`config.mk`:
```
export PLATFORM = sky130hd
export DESIGN_NAME = pde_pin_func_sel
export DESIGN_NICKNAME = d
export VERILOG_FILES = /design/src/hw/pde_pkg.sv /design/src/hw/pde_pin_mux.sv /design/src/hw/pde_pin_func_sel.sv
export SDC_FILE = /design/constraint.sdc
export NUM_CORES = 1
export LEC_CHECK = 0
export BUFFER_PORTS_ARGS = -buffer_cell sky130_fd_sc_hd__buf_2
export CORE_UTILIZATION = 53
export DETAILED_ROUTE_END_ITERATION = 10
export PLACE_DENSITY = 0.86
export SETUP_SLACK_MARGIN = 0.4
export SKIP_CTS_REPAIR_TIMING = 1
export SLEW_MARGIN = 25
export SYNTH_ARGS = -nofsm -noshare
export SYNTH_HDL_FRONTEND = slang
export SYNTH_SLANG_ARGS = --single-unit
```
`constraint.sdc`:
```
create_clock -name sys_clk -period 2.6 [get_ports sys_clk]
set_input_delay 0.26 -clock sys_clk [delete_from_list [all_inputs] [get_ports sys_clk]]
set_output_delay 0.26 -clock sys_clk [all_outputs]
set_load 0.05 [all_outputs]
```
`src/hw/pde_pkg.sv`:
```
package pde_pkg;

  // ****************************************
  // register map
  // ****************************************
  localparam int unsigned APB_ADDR_W        = 8;
  localparam int unsigned REG_W             = 16;
  localparam logic [7:0]  OFS_PD_LOW_CTRL1  = 8'h00;
  localparam logic [7:0]  OFS_PE_DIR_LOW    = 8'h04;
  localparam logic [7:0]  OFS_PE_CTRL_LOW1  = 8'h08;
  localparam logic [7:0]  OFS_PE_CTRL_LOW2  = 8'h0C;

  // ****************************************
  // reset values
  // ****************************************
  localparam logic [15:0] RST_PD_LOW_CTRL1  = 16'h0000;
  localparam logic [7:0]  RST_PD_EXT_MODE   = 8'hFF;
  localparam logic [15:0] RST_PE_DIR_LOW    = 16'h0000;
  localparam logic [15:0] RST_PE_CTRL_LOW1  = 16'h0000;
  localparam logic [15:0] RST_PE_CTRL_LOW2  = 16'h0000;

  // ****************************************
  // field positions
  // ****************************************
  localparam int unsigned PD_SEL_LSB        = 0;
  localparam int unsigned PD_SEL_W          = 8;
  localparam int unsigned PE_MUX_FIRST_PIN  = 12;
  localparam int unsigned PE_MUX_PINS       = 4;
  localparam int unsigned PE15_SEL_LSB      = 14;
  localparam int unsigned PE14_SEL_LSB      = 12;
  localparam int unsigned PE13_SEL_LSB      = 10;
  localparam int unsigned PE12_SEL_LSB      = 8;

  // ****************************************
  // function codes of a two-bit pin field
  // ****************************************
  localparam logic [1:0]  FN_GPIO           = 2'h0;
  localparam logic [1:0]  FN_TIMER          = 2'h1;
  localparam logic [1:0]  FN_ALT2           = 2'h2;
  localparam logic [1:0]  FN_ALT3           = 2'h3;

  // legal code masks, bit n set when code n is allowed
  localparam logic [3:0]  LEGAL_PD          = 4'h3;
  localparam logic [3:0]  LEGAL_PE15        = 4'hF;
  localparam logic [3:0]  LEGAL_PE14        = 4'h7;
  localparam logic [3:0]  LEGAL_PE13        = 4'h7;
  localparam logic [3:0]  LEGAL_PE12        = 4'hB;

  // level delivered to an input of a function that is not selected
  localparam logic [3:0]  IDLE_IN_PD        = 4'h0;
  localparam logic [3:0]  IDLE_IN_PE13      = 4'h4;
  localparam logic [3:0]  IDLE_IN_PE        = 4'h0;

endpackage

```
`src/hw/pde_pin_mux.sv`:
```
// ****************************************
// one multiplexed pin: four candidate functions
// ****************************************
module pde_pin_mux
  import pde_pkg::*;
#(
  parameter logic [3:0] LEGAL   = 4'hF,
  parameter logic [3:0] IDLE_IN = 4'h0
) (
  input  wire logic       sys_clk,
  input  wire logic       rst_b,
  input  wire logic [1:0] sel,
  input  wire logic [3:0] src_out,
  input  wire logic [3:0] src_oe,
  input  wire logic       pin_in,
  output logic            pin_out,
  output logic            pin_oe,
  output logic [3:0]      fn_in
);

  logic       pin_out_r;
  logic       pin_out_nxt;
  logic       pin_oe_r;
  logic       pin_oe_nxt;
  logic [3:0] fn_in_r;
  logic [3:0] fn_in_nxt;

  // route the selected source to the pin and the pin to that source only
  always_comb begin
    pin_out_nxt = 1'b0;
    pin_oe_nxt  = 1'b0;
    fn_in_nxt   = IDLE_IN;
    if (LEGAL[sel]) begin
      pin_out_nxt    = src_out[sel];
      pin_oe_nxt     = src_oe[sel];
      fn_in_nxt[sel] = pin_in;
    end
    // a prohibited code leaves the pin undriven
  end

  // registered pin side
  always_ff @(posedge sys_clk or negedge rst_b) begin
    if (!rst_b) begin
      pin_out_r <= 1'b0;
      pin_oe_r  <= 1'b0;
      fn_in_r   <= IDLE_IN; // no false active-low strobe during reset
    end else begin
      pin_out_r <= pin_out_nxt;
      pin_oe_r  <= pin_oe_nxt;
      fn_in_r   <= fn_in_nxt;
    end
  end

  assign pin_out = pin_out_r;
  assign pin_oe  = pin_oe_r;
  assign fn_in   = fn_in_r;

endmodule

```
`src/hw/pde_pin_func_sel.sv`:
```
// Summary of operation
// - port D bits 7:0 pick GPIO or data
// - port D bits reset 0, 1 in expansion
// - port E direction is 16-bit read/write
// - direction 1 drives output, 0 input
// - port E direction resets to zero
// - direction used only for GPIO and timer
// - pin 15: GPIO, timer D, DMA ack1, IRQ
// - pin 14: GPIO, timer C, DMA ack0
// - pin 13: GPIO, timer B, manual reset
// - pin 12: GPIO, timer A, serial3 transmit
// - port E control L1, L2 16-bit read/write
module pde_pin_func_sel
  import pde_pkg::*;
(
  input  wire logic                  sys_clk,
  input  wire logic                  rst_b,
  // strap: chip started in ROM disabled external-expansion mode
  input  wire logic                  rom_disabled_ext_mode,
  // apb slave
  input  wire logic                  psel,
  input  wire logic                  penable,
  input  wire logic                  pwrite,
  input  wire logic [APB_ADDR_W-1:0] paddr,
  input  wire logic [31:0]           pwdata,
  output logic [31:0]                prdata,
  output logic                       pready,
  output logic                       pslverr,
  // port D low pins
  input  wire logic [7:0]            portd_pin_in,
  output logic [7:0]                 portd_pin_out,
  output logic [7:0]                 portd_pin_oe,
  input  wire logic [7:0]            portd_gpio_out,
  input  wire logic [7:0]            portd_gpio_oe,
  output logic [7:0]                 portd_gpio_in,
  input  wire logic [7:0]            ext_bus_data_out,
  input  wire logic [7:0]            ext_bus_data_oe,
  output logic [7:0]                 ext_bus_data_in,
  // port E pins 15:12
  input  wire logic [3:0]            porte_pin_in,
  output logic [3:0]                 porte_pin_out,
  output logic [3:0]                 porte_pin_oe,
  input  wire logic [3:0]            porte_gpio_out,
  output logic [3:0]                 porte_gpio_in,
  // timer channel 4, index 0..3 is a..d
  input  wire logic [3:0]            timer_ch4_out,
  output logic [3:0]                 timer_ch4_in,
  input  wire logic                  dma_ack_0,
  input  wire logic                  dma_ack_1,
  input  wire logic                  interrupt_request_out,
  output logic                       manual_reset_in_b,
  input  wire logic                  serial3_transmit,
  // register values for the rest of port E
  output logic [15:0]                porte_direction,
  output logic [15:0]                porte_function_ctrl_low2
);

  // ****************************************
  // register state
  // ****************************************
  logic [15:0] port_d_low_function_ctrl1_r;
  logic [15:0] port_d_low_function_ctrl1_nxt;
  logic [15:0] port_e_direction_low_r;
  logic [15:0] port_e_direction_low_nxt;
  logic [15:0] port_e_function_ctrl_low1_r;
  logic [15:0] port_e_function_ctrl_low1_nxt;
  logic [15:0] port_e_function_ctrl_low2_r;
  logic [15:0] port_e_function_ctrl_low2_nxt;
  logic        strap_done_r;
  logic        strap_done_nxt;
  logic [31:0] prdata_r;
  logic [31:0] prdata_nxt;

  // ****************************************
  // apb decode
  // ****************************************
  logic        addr_hit;
  logic        setup_phase;
  logic        write_access;
  logic [15:0] read_word;

  // map the address onto the four registers
  always_comb begin
    addr_hit  = 1'b1;
    read_word = 16'h0000;
    unique case (paddr)
      OFS_PD_LOW_CTRL1: read_word = port_d_low_function_ctrl1_r;
      OFS_PE_DIR_LOW:   read_word = port_e_direction_low_r;
      OFS_PE_CTRL_LOW1: read_word = port_e_function_ctrl_low1_r;
      OFS_PE_CTRL_LOW2: read_word = port_e_function_ctrl_low2_r;
      default:          addr_hit  = 1'b0;
    endcase
  end

  // zero wait state: read data is captured in the setup cycle
  assign setup_phase  = psel & ~penable;
  assign write_access = psel & penable & pwrite & addr_hit;
  assign pready       = 1'b1;
  assign pslverr      = psel & penable & ~addr_hit;
  assign prdata       = prdata_r;

  // next values of the software registers
  always_comb begin
    port_d_low_function_ctrl1_nxt = port_d_low_function_ctrl1_r;
    port_e_direction_low_nxt      = port_e_direction_low_r;
    port_e_function_ctrl_low1_nxt = port_e_function_ctrl_low1_r;
    port_e_function_ctrl_low2_nxt = port_e_function_ctrl_low2_r;
    strap_done_nxt                = 1'b1;
    prdata_nxt                    = prdata_r;
    // first edge after reset: expansion mode presets the data pins
    if (!strap_done_r && rom_disabled_ext_mode) begin
      port_d_low_function_ctrl1_nxt[PD_SEL_LSB +: PD_SEL_W] = RST_PD_EXT_MODE;
    end
    if (setup_phase) begin
      prdata_nxt = {16'h0000, read_word};
    end
    if (write_access) begin
      unique case (paddr)
        OFS_PD_LOW_CTRL1: port_d_low_function_ctrl1_nxt = pwdata[15:0];
        OFS_PE_DIR_LOW:   port_e_direction_low_nxt      = pwdata[15:0];
        OFS_PE_CTRL_LOW1: port_e_function_ctrl_low1_nxt = pwdata[15:0];
        OFS_PE_CTRL_LOW2: port_e_function_ctrl_low2_nxt = pwdata[15:0];
        default:          prdata_nxt                    = prdata_r;
      endcase
    end
  end

  // register update
  always_ff @(posedge sys_clk or negedge rst_b) begin
    if (!rst_b) begin
      port_d_low_function_ctrl1_r <= RST_PD_LOW_CTRL1;
      port_e_direction_low_r      <= RST_PE_DIR_LOW;
      port_e_function_ctrl_low1_r <= RST_PE_CTRL_LOW1;
      port_e_function_ctrl_low2_r <= RST_PE_CTRL_LOW2;
      strap_done_r                <= 1'b0;
      prdata_r                    <= 32'h0000_0000;
    end else begin
      port_d_low_function_ctrl1_r <= port_d_low_function_ctrl1_nxt;
      port_e_direction_low_r      <= port_e_direction_low_nxt;
      port_e_function_ctrl_low1_r <= port_e_function_ctrl_low1_nxt;
      port_e_function_ctrl_low2_r <= port_e_function_ctrl_low2_nxt;
      strap_done_r                <= strap_done_nxt;
      prdata_r                    <= prdata_nxt;
    end
  end

  assign porte_direction          = port_e_direction_low_r;
  assign porte_function_ctrl_low2 = port_e_function_ctrl_low2_r;

  // ****************************************
  // port D low pins
  // ****************************************
  genvar gi;
  generate
    for (gi = 0; gi < PD_SEL_W; gi++) begin : g_pd
      logic [3:0] pd_fn_in;
      // code 0 is GPIO, code 1 is the external data line
      pde_pin_mux #(
        .LEGAL   (LEGAL_PD),
        .IDLE_IN (IDLE_IN_PD)
      ) u_mux (
        .sys_clk (sys_clk),
        .rst_b   (rst_b),
        .sel     ({1'b0, port_d_low_function_ctrl1_r[PD_SEL_LSB + gi]}),
        .src_out ({2'b00, ext_bus_data_out[gi], portd_gpio_out[gi]}),
        .src_oe  ({2'b00, ext_bus_data_oe[gi], portd_gpio_oe[gi]}),
        .pin_in  (portd_pin_in[gi]),
        .pin_out (portd_pin_out[gi]),
        .pin_oe  (portd_pin_oe[gi]),
        .fn_in   (pd_fn_in)
      );
      assign portd_gpio_in[gi]   = pd_fn_in[0];
      assign ext_bus_data_in[gi] = pd_fn_in[1];
    end
  endgenerate

  // ****************************************
  // port E pins 15:12
  // ****************************************
  logic [1:0] pe_sel   [PE_MUX_PINS];
  logic [3:0] pe_out   [PE_MUX_PINS];
  logic [3:0] pe_oe    [PE_MUX_PINS];
  logic [3:0] pe_fn_in [PE_MUX_PINS];
  logic [3:0] pe_dir;

  assign pe_dir = port_e_direction_low_r[PE_MUX_FIRST_PIN +: PE_MUX_PINS];

  // candidate sources per pin; index 0 is pin 12
  always_comb begin
    // direction bits steer GPIO and timer codes only
    for (int i = 0; i < PE_MUX_PINS; i++) begin
      pe_out[i] = {1'b0, 1'b0, timer_ch4_out[i], porte_gpio_out[i]};
      pe_oe[i]  = {1'b0, 1'b0, pe_dir[i], pe_dir[i]};
    end
    // pin 15: dma ack 1 and interrupt request are fixed outputs
    pe_out[3][FN_ALT2] = dma_ack_1;
    pe_oe[3][FN_ALT2]  = 1'b1;
    pe_out[3][FN_ALT3] = interrupt_request_out;
    pe_oe[3][FN_ALT3]  = 1'b1;
    // pin 14: dma ack 0 is a fixed output
    pe_out[2][FN_ALT2] = dma_ack_0;
    pe_oe[2][FN_ALT2]  = 1'b1;
    // pin 13: manual reset is a fixed input
    pe_oe[1][FN_ALT2]  = 1'b0;
    // pin 12: serial 3 transmit is a fixed output
    pe_out[0][FN_ALT3] = serial3_transmit;
    pe_oe[0][FN_ALT3]  = 1'b1;
  end

  // field selection per pin
  assign pe_sel[3] = port_e_function_ctrl_low1_r[PE15_SEL_LSB +: 2];
  assign pe_sel[2] = port_e_function_ctrl_low1_r[PE14_SEL_LSB +: 2];
  assign pe_sel[1] = port_e_function_ctrl_low1_r[PE13_SEL_LSB +: 2];
  assign pe_sel[0] = port_e_function_ctrl_low1_r[PE12_SEL_LSB +: 2];

  generate
    for (gi = 0; gi < PE_MUX_PINS; gi++) begin : g_pe
      // prohibited codes differ per pin
      localparam logic [3:0] LEGAL_SEL = (gi == 3) ? LEGAL_PE15 :
                                         (gi == 2) ? LEGAL_PE14 :
                                         (gi == 1) ? LEGAL_PE13 : LEGAL_PE12;
      localparam logic [3:0] IDLE_SEL  = (gi == 1) ? IDLE_IN_PE13 : IDLE_IN_PE;
      pde_pin_mux #(
        .LEGAL   (LEGAL_SEL),
        .IDLE_IN (IDLE_SEL)
      ) u_mux (
        .sys_clk (sys_clk),
        .rst_b   (rst_b),
        .sel     (pe_sel[gi]),
        .src_out (pe_out[gi]),
        .src_oe  (pe_oe[gi]),
        .pin_in  (porte_pin_in[gi]),
        .pin_out (porte_pin_out[gi]),
        .pin_oe  (porte_pin_oe[gi]),
        .fn_in   (pe_fn_in[gi])
      );
      assign porte_gpio_in[gi] = pe_fn_in[gi][FN_GPIO];
      assign timer_ch4_in[gi]  = pe_fn_in[gi][FN_TIMER];
    end
  endgenerate

  // manual reset reaches the interrupt controller only when selected
  assign manual_reset_in_b = pe_fn_in[1][FN_ALT2];

endmodule

```
==> parameters.txt <==
Parameter                              Value

Outcome
  Outcome ... finished, final reports clean

Global routing
  Antenna violations before repair ... 0
  Maximum number of pins on one net before global-route repair ... 55
  Wire length of the first global-routing pass ... 19.7 mm
  Vias in the first global route ... 3928
  All-layer global routing usage ... 23.9%
  Total overflow reported by the global router ... 0

Timing
  Worst Slack Setup Final ... 912 ps
  Setup clock skew after layout ... 9.99 ps
  Tightest slew margin relative to the limit ... 47.3%
  Sum of negative setup slack ... 0 ps
  Count of pins over their slew limit ... 0
  Time the final worst path needs with I/O delays and setup ... 1690 ps
  Count of endpoints failing hold in the final timing report ... 0
  Part of the cycle the worst path needs ... 64.9%
  Setup repair after global routing missed its margin ... false
  Achievable clock frequency ... between 500 and 600 MHz
  Transition time at the pin with the least slew margin ... around 800 ps
  Post-Route Hold Slack ... 5.81 ps
  Final setup violation count ... 0

Placed design
  Setup WS pre-CTS ... 386 ps
  Placer congestion estimate ... 0.792
  Placed Area ... 6470 µm²
  Port-buffer cells ... 183
  Post-DP HPWL ... roughly 8.6 mm

Synth
  Seq/Total Area, Yosys ... 57.8%
  Cells after synthesis ... approximately 370
  Per-instance average area after synthesis ... between 15 and 20 µm²
  Number of warnings issued by yosys ... 0
  Combined area of all synthesized cells ... 5630 µm²
  Distinct cell type count of the synthesized netlist ... 31
  Flops & latches, synth ... 130

Cells and area
  Fillcell total ... roughly 680
  Synth-to-Final Area Change ... 32.7%
  Final nets ... 691
  End-of-flow core utilization ... 72.4%
  Fraction of layout instances using a drive strength above 1 ... 51.2%
  Final std cell area, no fill ... 7470 µm²
  Flip-flop and latch area ... 3250 µm²
  Area of the multi-input gates ... between 1500 and 2000 µm²
  Antenna diode instance count ... 0

Critical path
  Critical-path top delay cell ... sky130_fd_sc_hd__or4_4
  Worst setup path category ... in2reg
  Critical path's most frequent cell ... sky130_fd_sc_hd__or4_4
  CP Data Required Time ... ~3000 ps
  Crit path capture type ... flip-flop
  Arrival time of data at the critical path endpoint ... approximately 2100 ps
  Launching element type of the critical path ... input port
  Critical path's largest stage delay ... approximately 700 ps
  Max Fanout on Critical Path ... 16
  Ordered cell list for the critical path ... buf_2 > or4_4 > or4_4 > mux2_1

Die
  Boundary Pins ... around 220
  Die span in y ... 105 µm
  Area enclosed by the die boundary ... 11000 µm²
  Horizontal die dimension ... 105 µm
  Initial core utilization ... 54.5%
  Floorplan row count ... 37
  Core region area ... between 10000 and 15000 µm²

Job
  Number of maximum-capacitance violations ... 0

Drt
  Count of routing violations after the opening detailed-route iteration ... 111
  Number of vias per cell after detailed routing ... 5.15
  Antenna-violating nets left ... 0
  Number of vias in the routed layout ... roughly 3800
  Sum of routed wire length over all layers ... ~13 mm
  Wire length per cell after detailed routing ... 18.1 µm
  Number of iterations in the first detailed-routing pass ... 4
  Post-route DRC ... 0

CTS
  Max Root-Sink Buffers ... 2
  Inserted Clock Buffers ... 17
  Clock tree from TritonCTS ... built
  Number of H-tree branching levels ... 4
  Insertion delay of the later-clocked pin in the worst-skew pair ... 510 ps
  Clk slew on worst S/H paths ... 60 ps
  Clock root buffer ... sky130_fd_sc_hd__clkbuf_8
  Clock net sink count ... 130

Power and ir drop
  Leakage power ... between 0.003 and 0.004 µW
  Power density over cell area ... 639 nW/µm²
  VDD IR max ... between 0.0003 and 0.0004 V

Min path
  Min-Delay Path Class ... in2reg
-- report_power, final --
part / switching [µW] / internal, µW / total, µW
registers: 19.5 / 2070 / 2090
clock network: 802 / 1370 / 2170
logic: 334 / 184 / 518
-- logic make-up after synthesis --
kind of cell,after synthesis,share of synthesized area [%]
DFF,130,57.8
muxes,102,24.9
buffers and inverters,67,7.98
and+or+nand+nor,49,6.25
AOI/OAI and AO/OA,19,2.91
other,2,0.133
-- synth_stat cells, drive strengths merged --
cell | count | area share, %
and3b | 4 | 0.62
or2 | 2 | 0.22
or4 | 3 | 0.60
nand3b | 1 | 0.13
nor3 | 1 | 0.18
nand4b | 1 | 0.16
conb | 2 | 0.13
a22o | 17 | 2.6
o21ai | 1 | 0.089
dfrtp | 129 | 57
inv | 10 | 0.67
mux2i | 11 | 2.0
nand2b | 1 | 0.11
nor2 | 10 | 0.67
clkbuf | 5 | 0.33
dfstp | 1 | 0.47
mux4 | 17 | 6.8
o211a | 1 | 0.18
nor3b | 4 | 0.53
buf | 52 | 7.0
mux2 | 74 | 16
nor2b | 10 | 1.1
nand4 | 1 | 0.11
and2 | 8 | 0.89
nor4 | 2 | 0.76
or3b | 1 | 0.16
-- cell usage in the layout (no fill, tap or decap), types with 2 or more instances in the layout --
cell and instances:
sky130_fd_sc_hd__mux2_4 20, sky130_fd_sc_hd__mux2i_1 11, sky130_fd_sc_hd__and2_1 8, sky130_fd_sc_hd__and3b_1 4, sky130_fd_sc_hd__buf_2 182, sky130_fd_sc_hd__a22o_1 17
sky130_fd_sc_hd__or2_2 2, sky130_fd_sc_hd__clkbuf_1 5, sky130_fd_sc_hd__nor3b_1 4, sky130_fd_sc_hd__dlygate4sd3_1 47, sky130_fd_sc_hd__clkbuf_16 16, sky130_fd_sc_hd__nor4_4 2
sky130_fd_sc_hd__mux2_2 40, sky130_fd_sc_hd__mux2_1 14, sky130_fd_sc_hd__nor2_1 10, sky130_fd_sc_hd__dfrtp_1 129, sky130_fd_sc_hd__bufinv_16 2, sky130_fd_sc_hd__nor2b_1 10
sky130_fd_sc_hd__mux4_2 17, sky130_fd_sc_hd__conb_1 18, sky130_fd_sc_hd__buf_4 12, sky130_fd_sc_hd__clkinv_2 5, sky130_fd_sc_hd__inv_1 10, sky130_fd_sc_hd__clkbuf_8 2
sky130_fd_sc_hd__or4_4 3
-- final cells by class --
class / count / share of cell area, %
multi-input combinational: 188 / 26.6
tap: 136 / 2.28
inverter: 10 / 0.503
sequential: 130 / 43.6
timing repair buffer: 242 / 20.0
clock inverter: 7 / 1.14
clock buffer: 23 / 5.98
-- registers in the layout, indices dropped and copies added (netlist names), 4 cells and up --
name	flops
prdata	16
g_pe.u_mux.fn_in	9
g_pd.u_mux.pin_oe	8
g_pe.u_mux.pin_oe	4
port_d_low_function_ctrl1_r	16
g_pd.u_mux.pin_out	8
porte_function_ctrl_low2	16
port_e_function_ctrl_low1_r	16
g_pe.u_mux.pin_out	4
porte_direction	16
g_pd.u_mux.fn_in	16
-- metal layers --
metal | track usage, % | wire (µm) | up-vias
met5 | 0 | 0 | -
met4 | 10.6 | 180 | 0
met3 | 6.36 | 806 | 19
met2 | 40.8 | 7100 | 183
met1 | 28.4 | 5210 | 1910
li1 | - | - | 1680
-- worst max-delay path: cells and delay by family --
kind	cells	cell delay (ps)
AND/OR/NAND/NOR	2	1320
multiplexers	1	390
buffers and inverters	1	100
-- stage by stage --
stage	std cells	total power [µW]
floorplan	385	2450
detailed placement	659	2580
CTS	689	4760
global route	736	4950
finish	736	4780
global placement	659	2570
-- final timing paths --
check                                                   to                             from  slack, ps  depth (start not counted)
max in group asynchronous           g_pe[1].u_mux.fn_in[2]                            rst_b       1590                          3
min in group asynchronous             g_pd[4].u_mux.pin_oe                            rst_b        270                          2
min reg2reg                port_d_low_function_ctrl1_r[10]  port_d_low_function_ctrl1_r[10]        500                          1
min                                  g_pe[1].u_mux.pin_out                 timer_ch4_out[1]          6                          3
max reg2reg                           g_pd[0].u_mux.pin_oe   port_d_low_function_ctrl1_r[0]       1110                          2
max                            porte_function_ctrl_low2[0]                         paddr[1]        910                          4
Power figures use the tool's default switching activity.
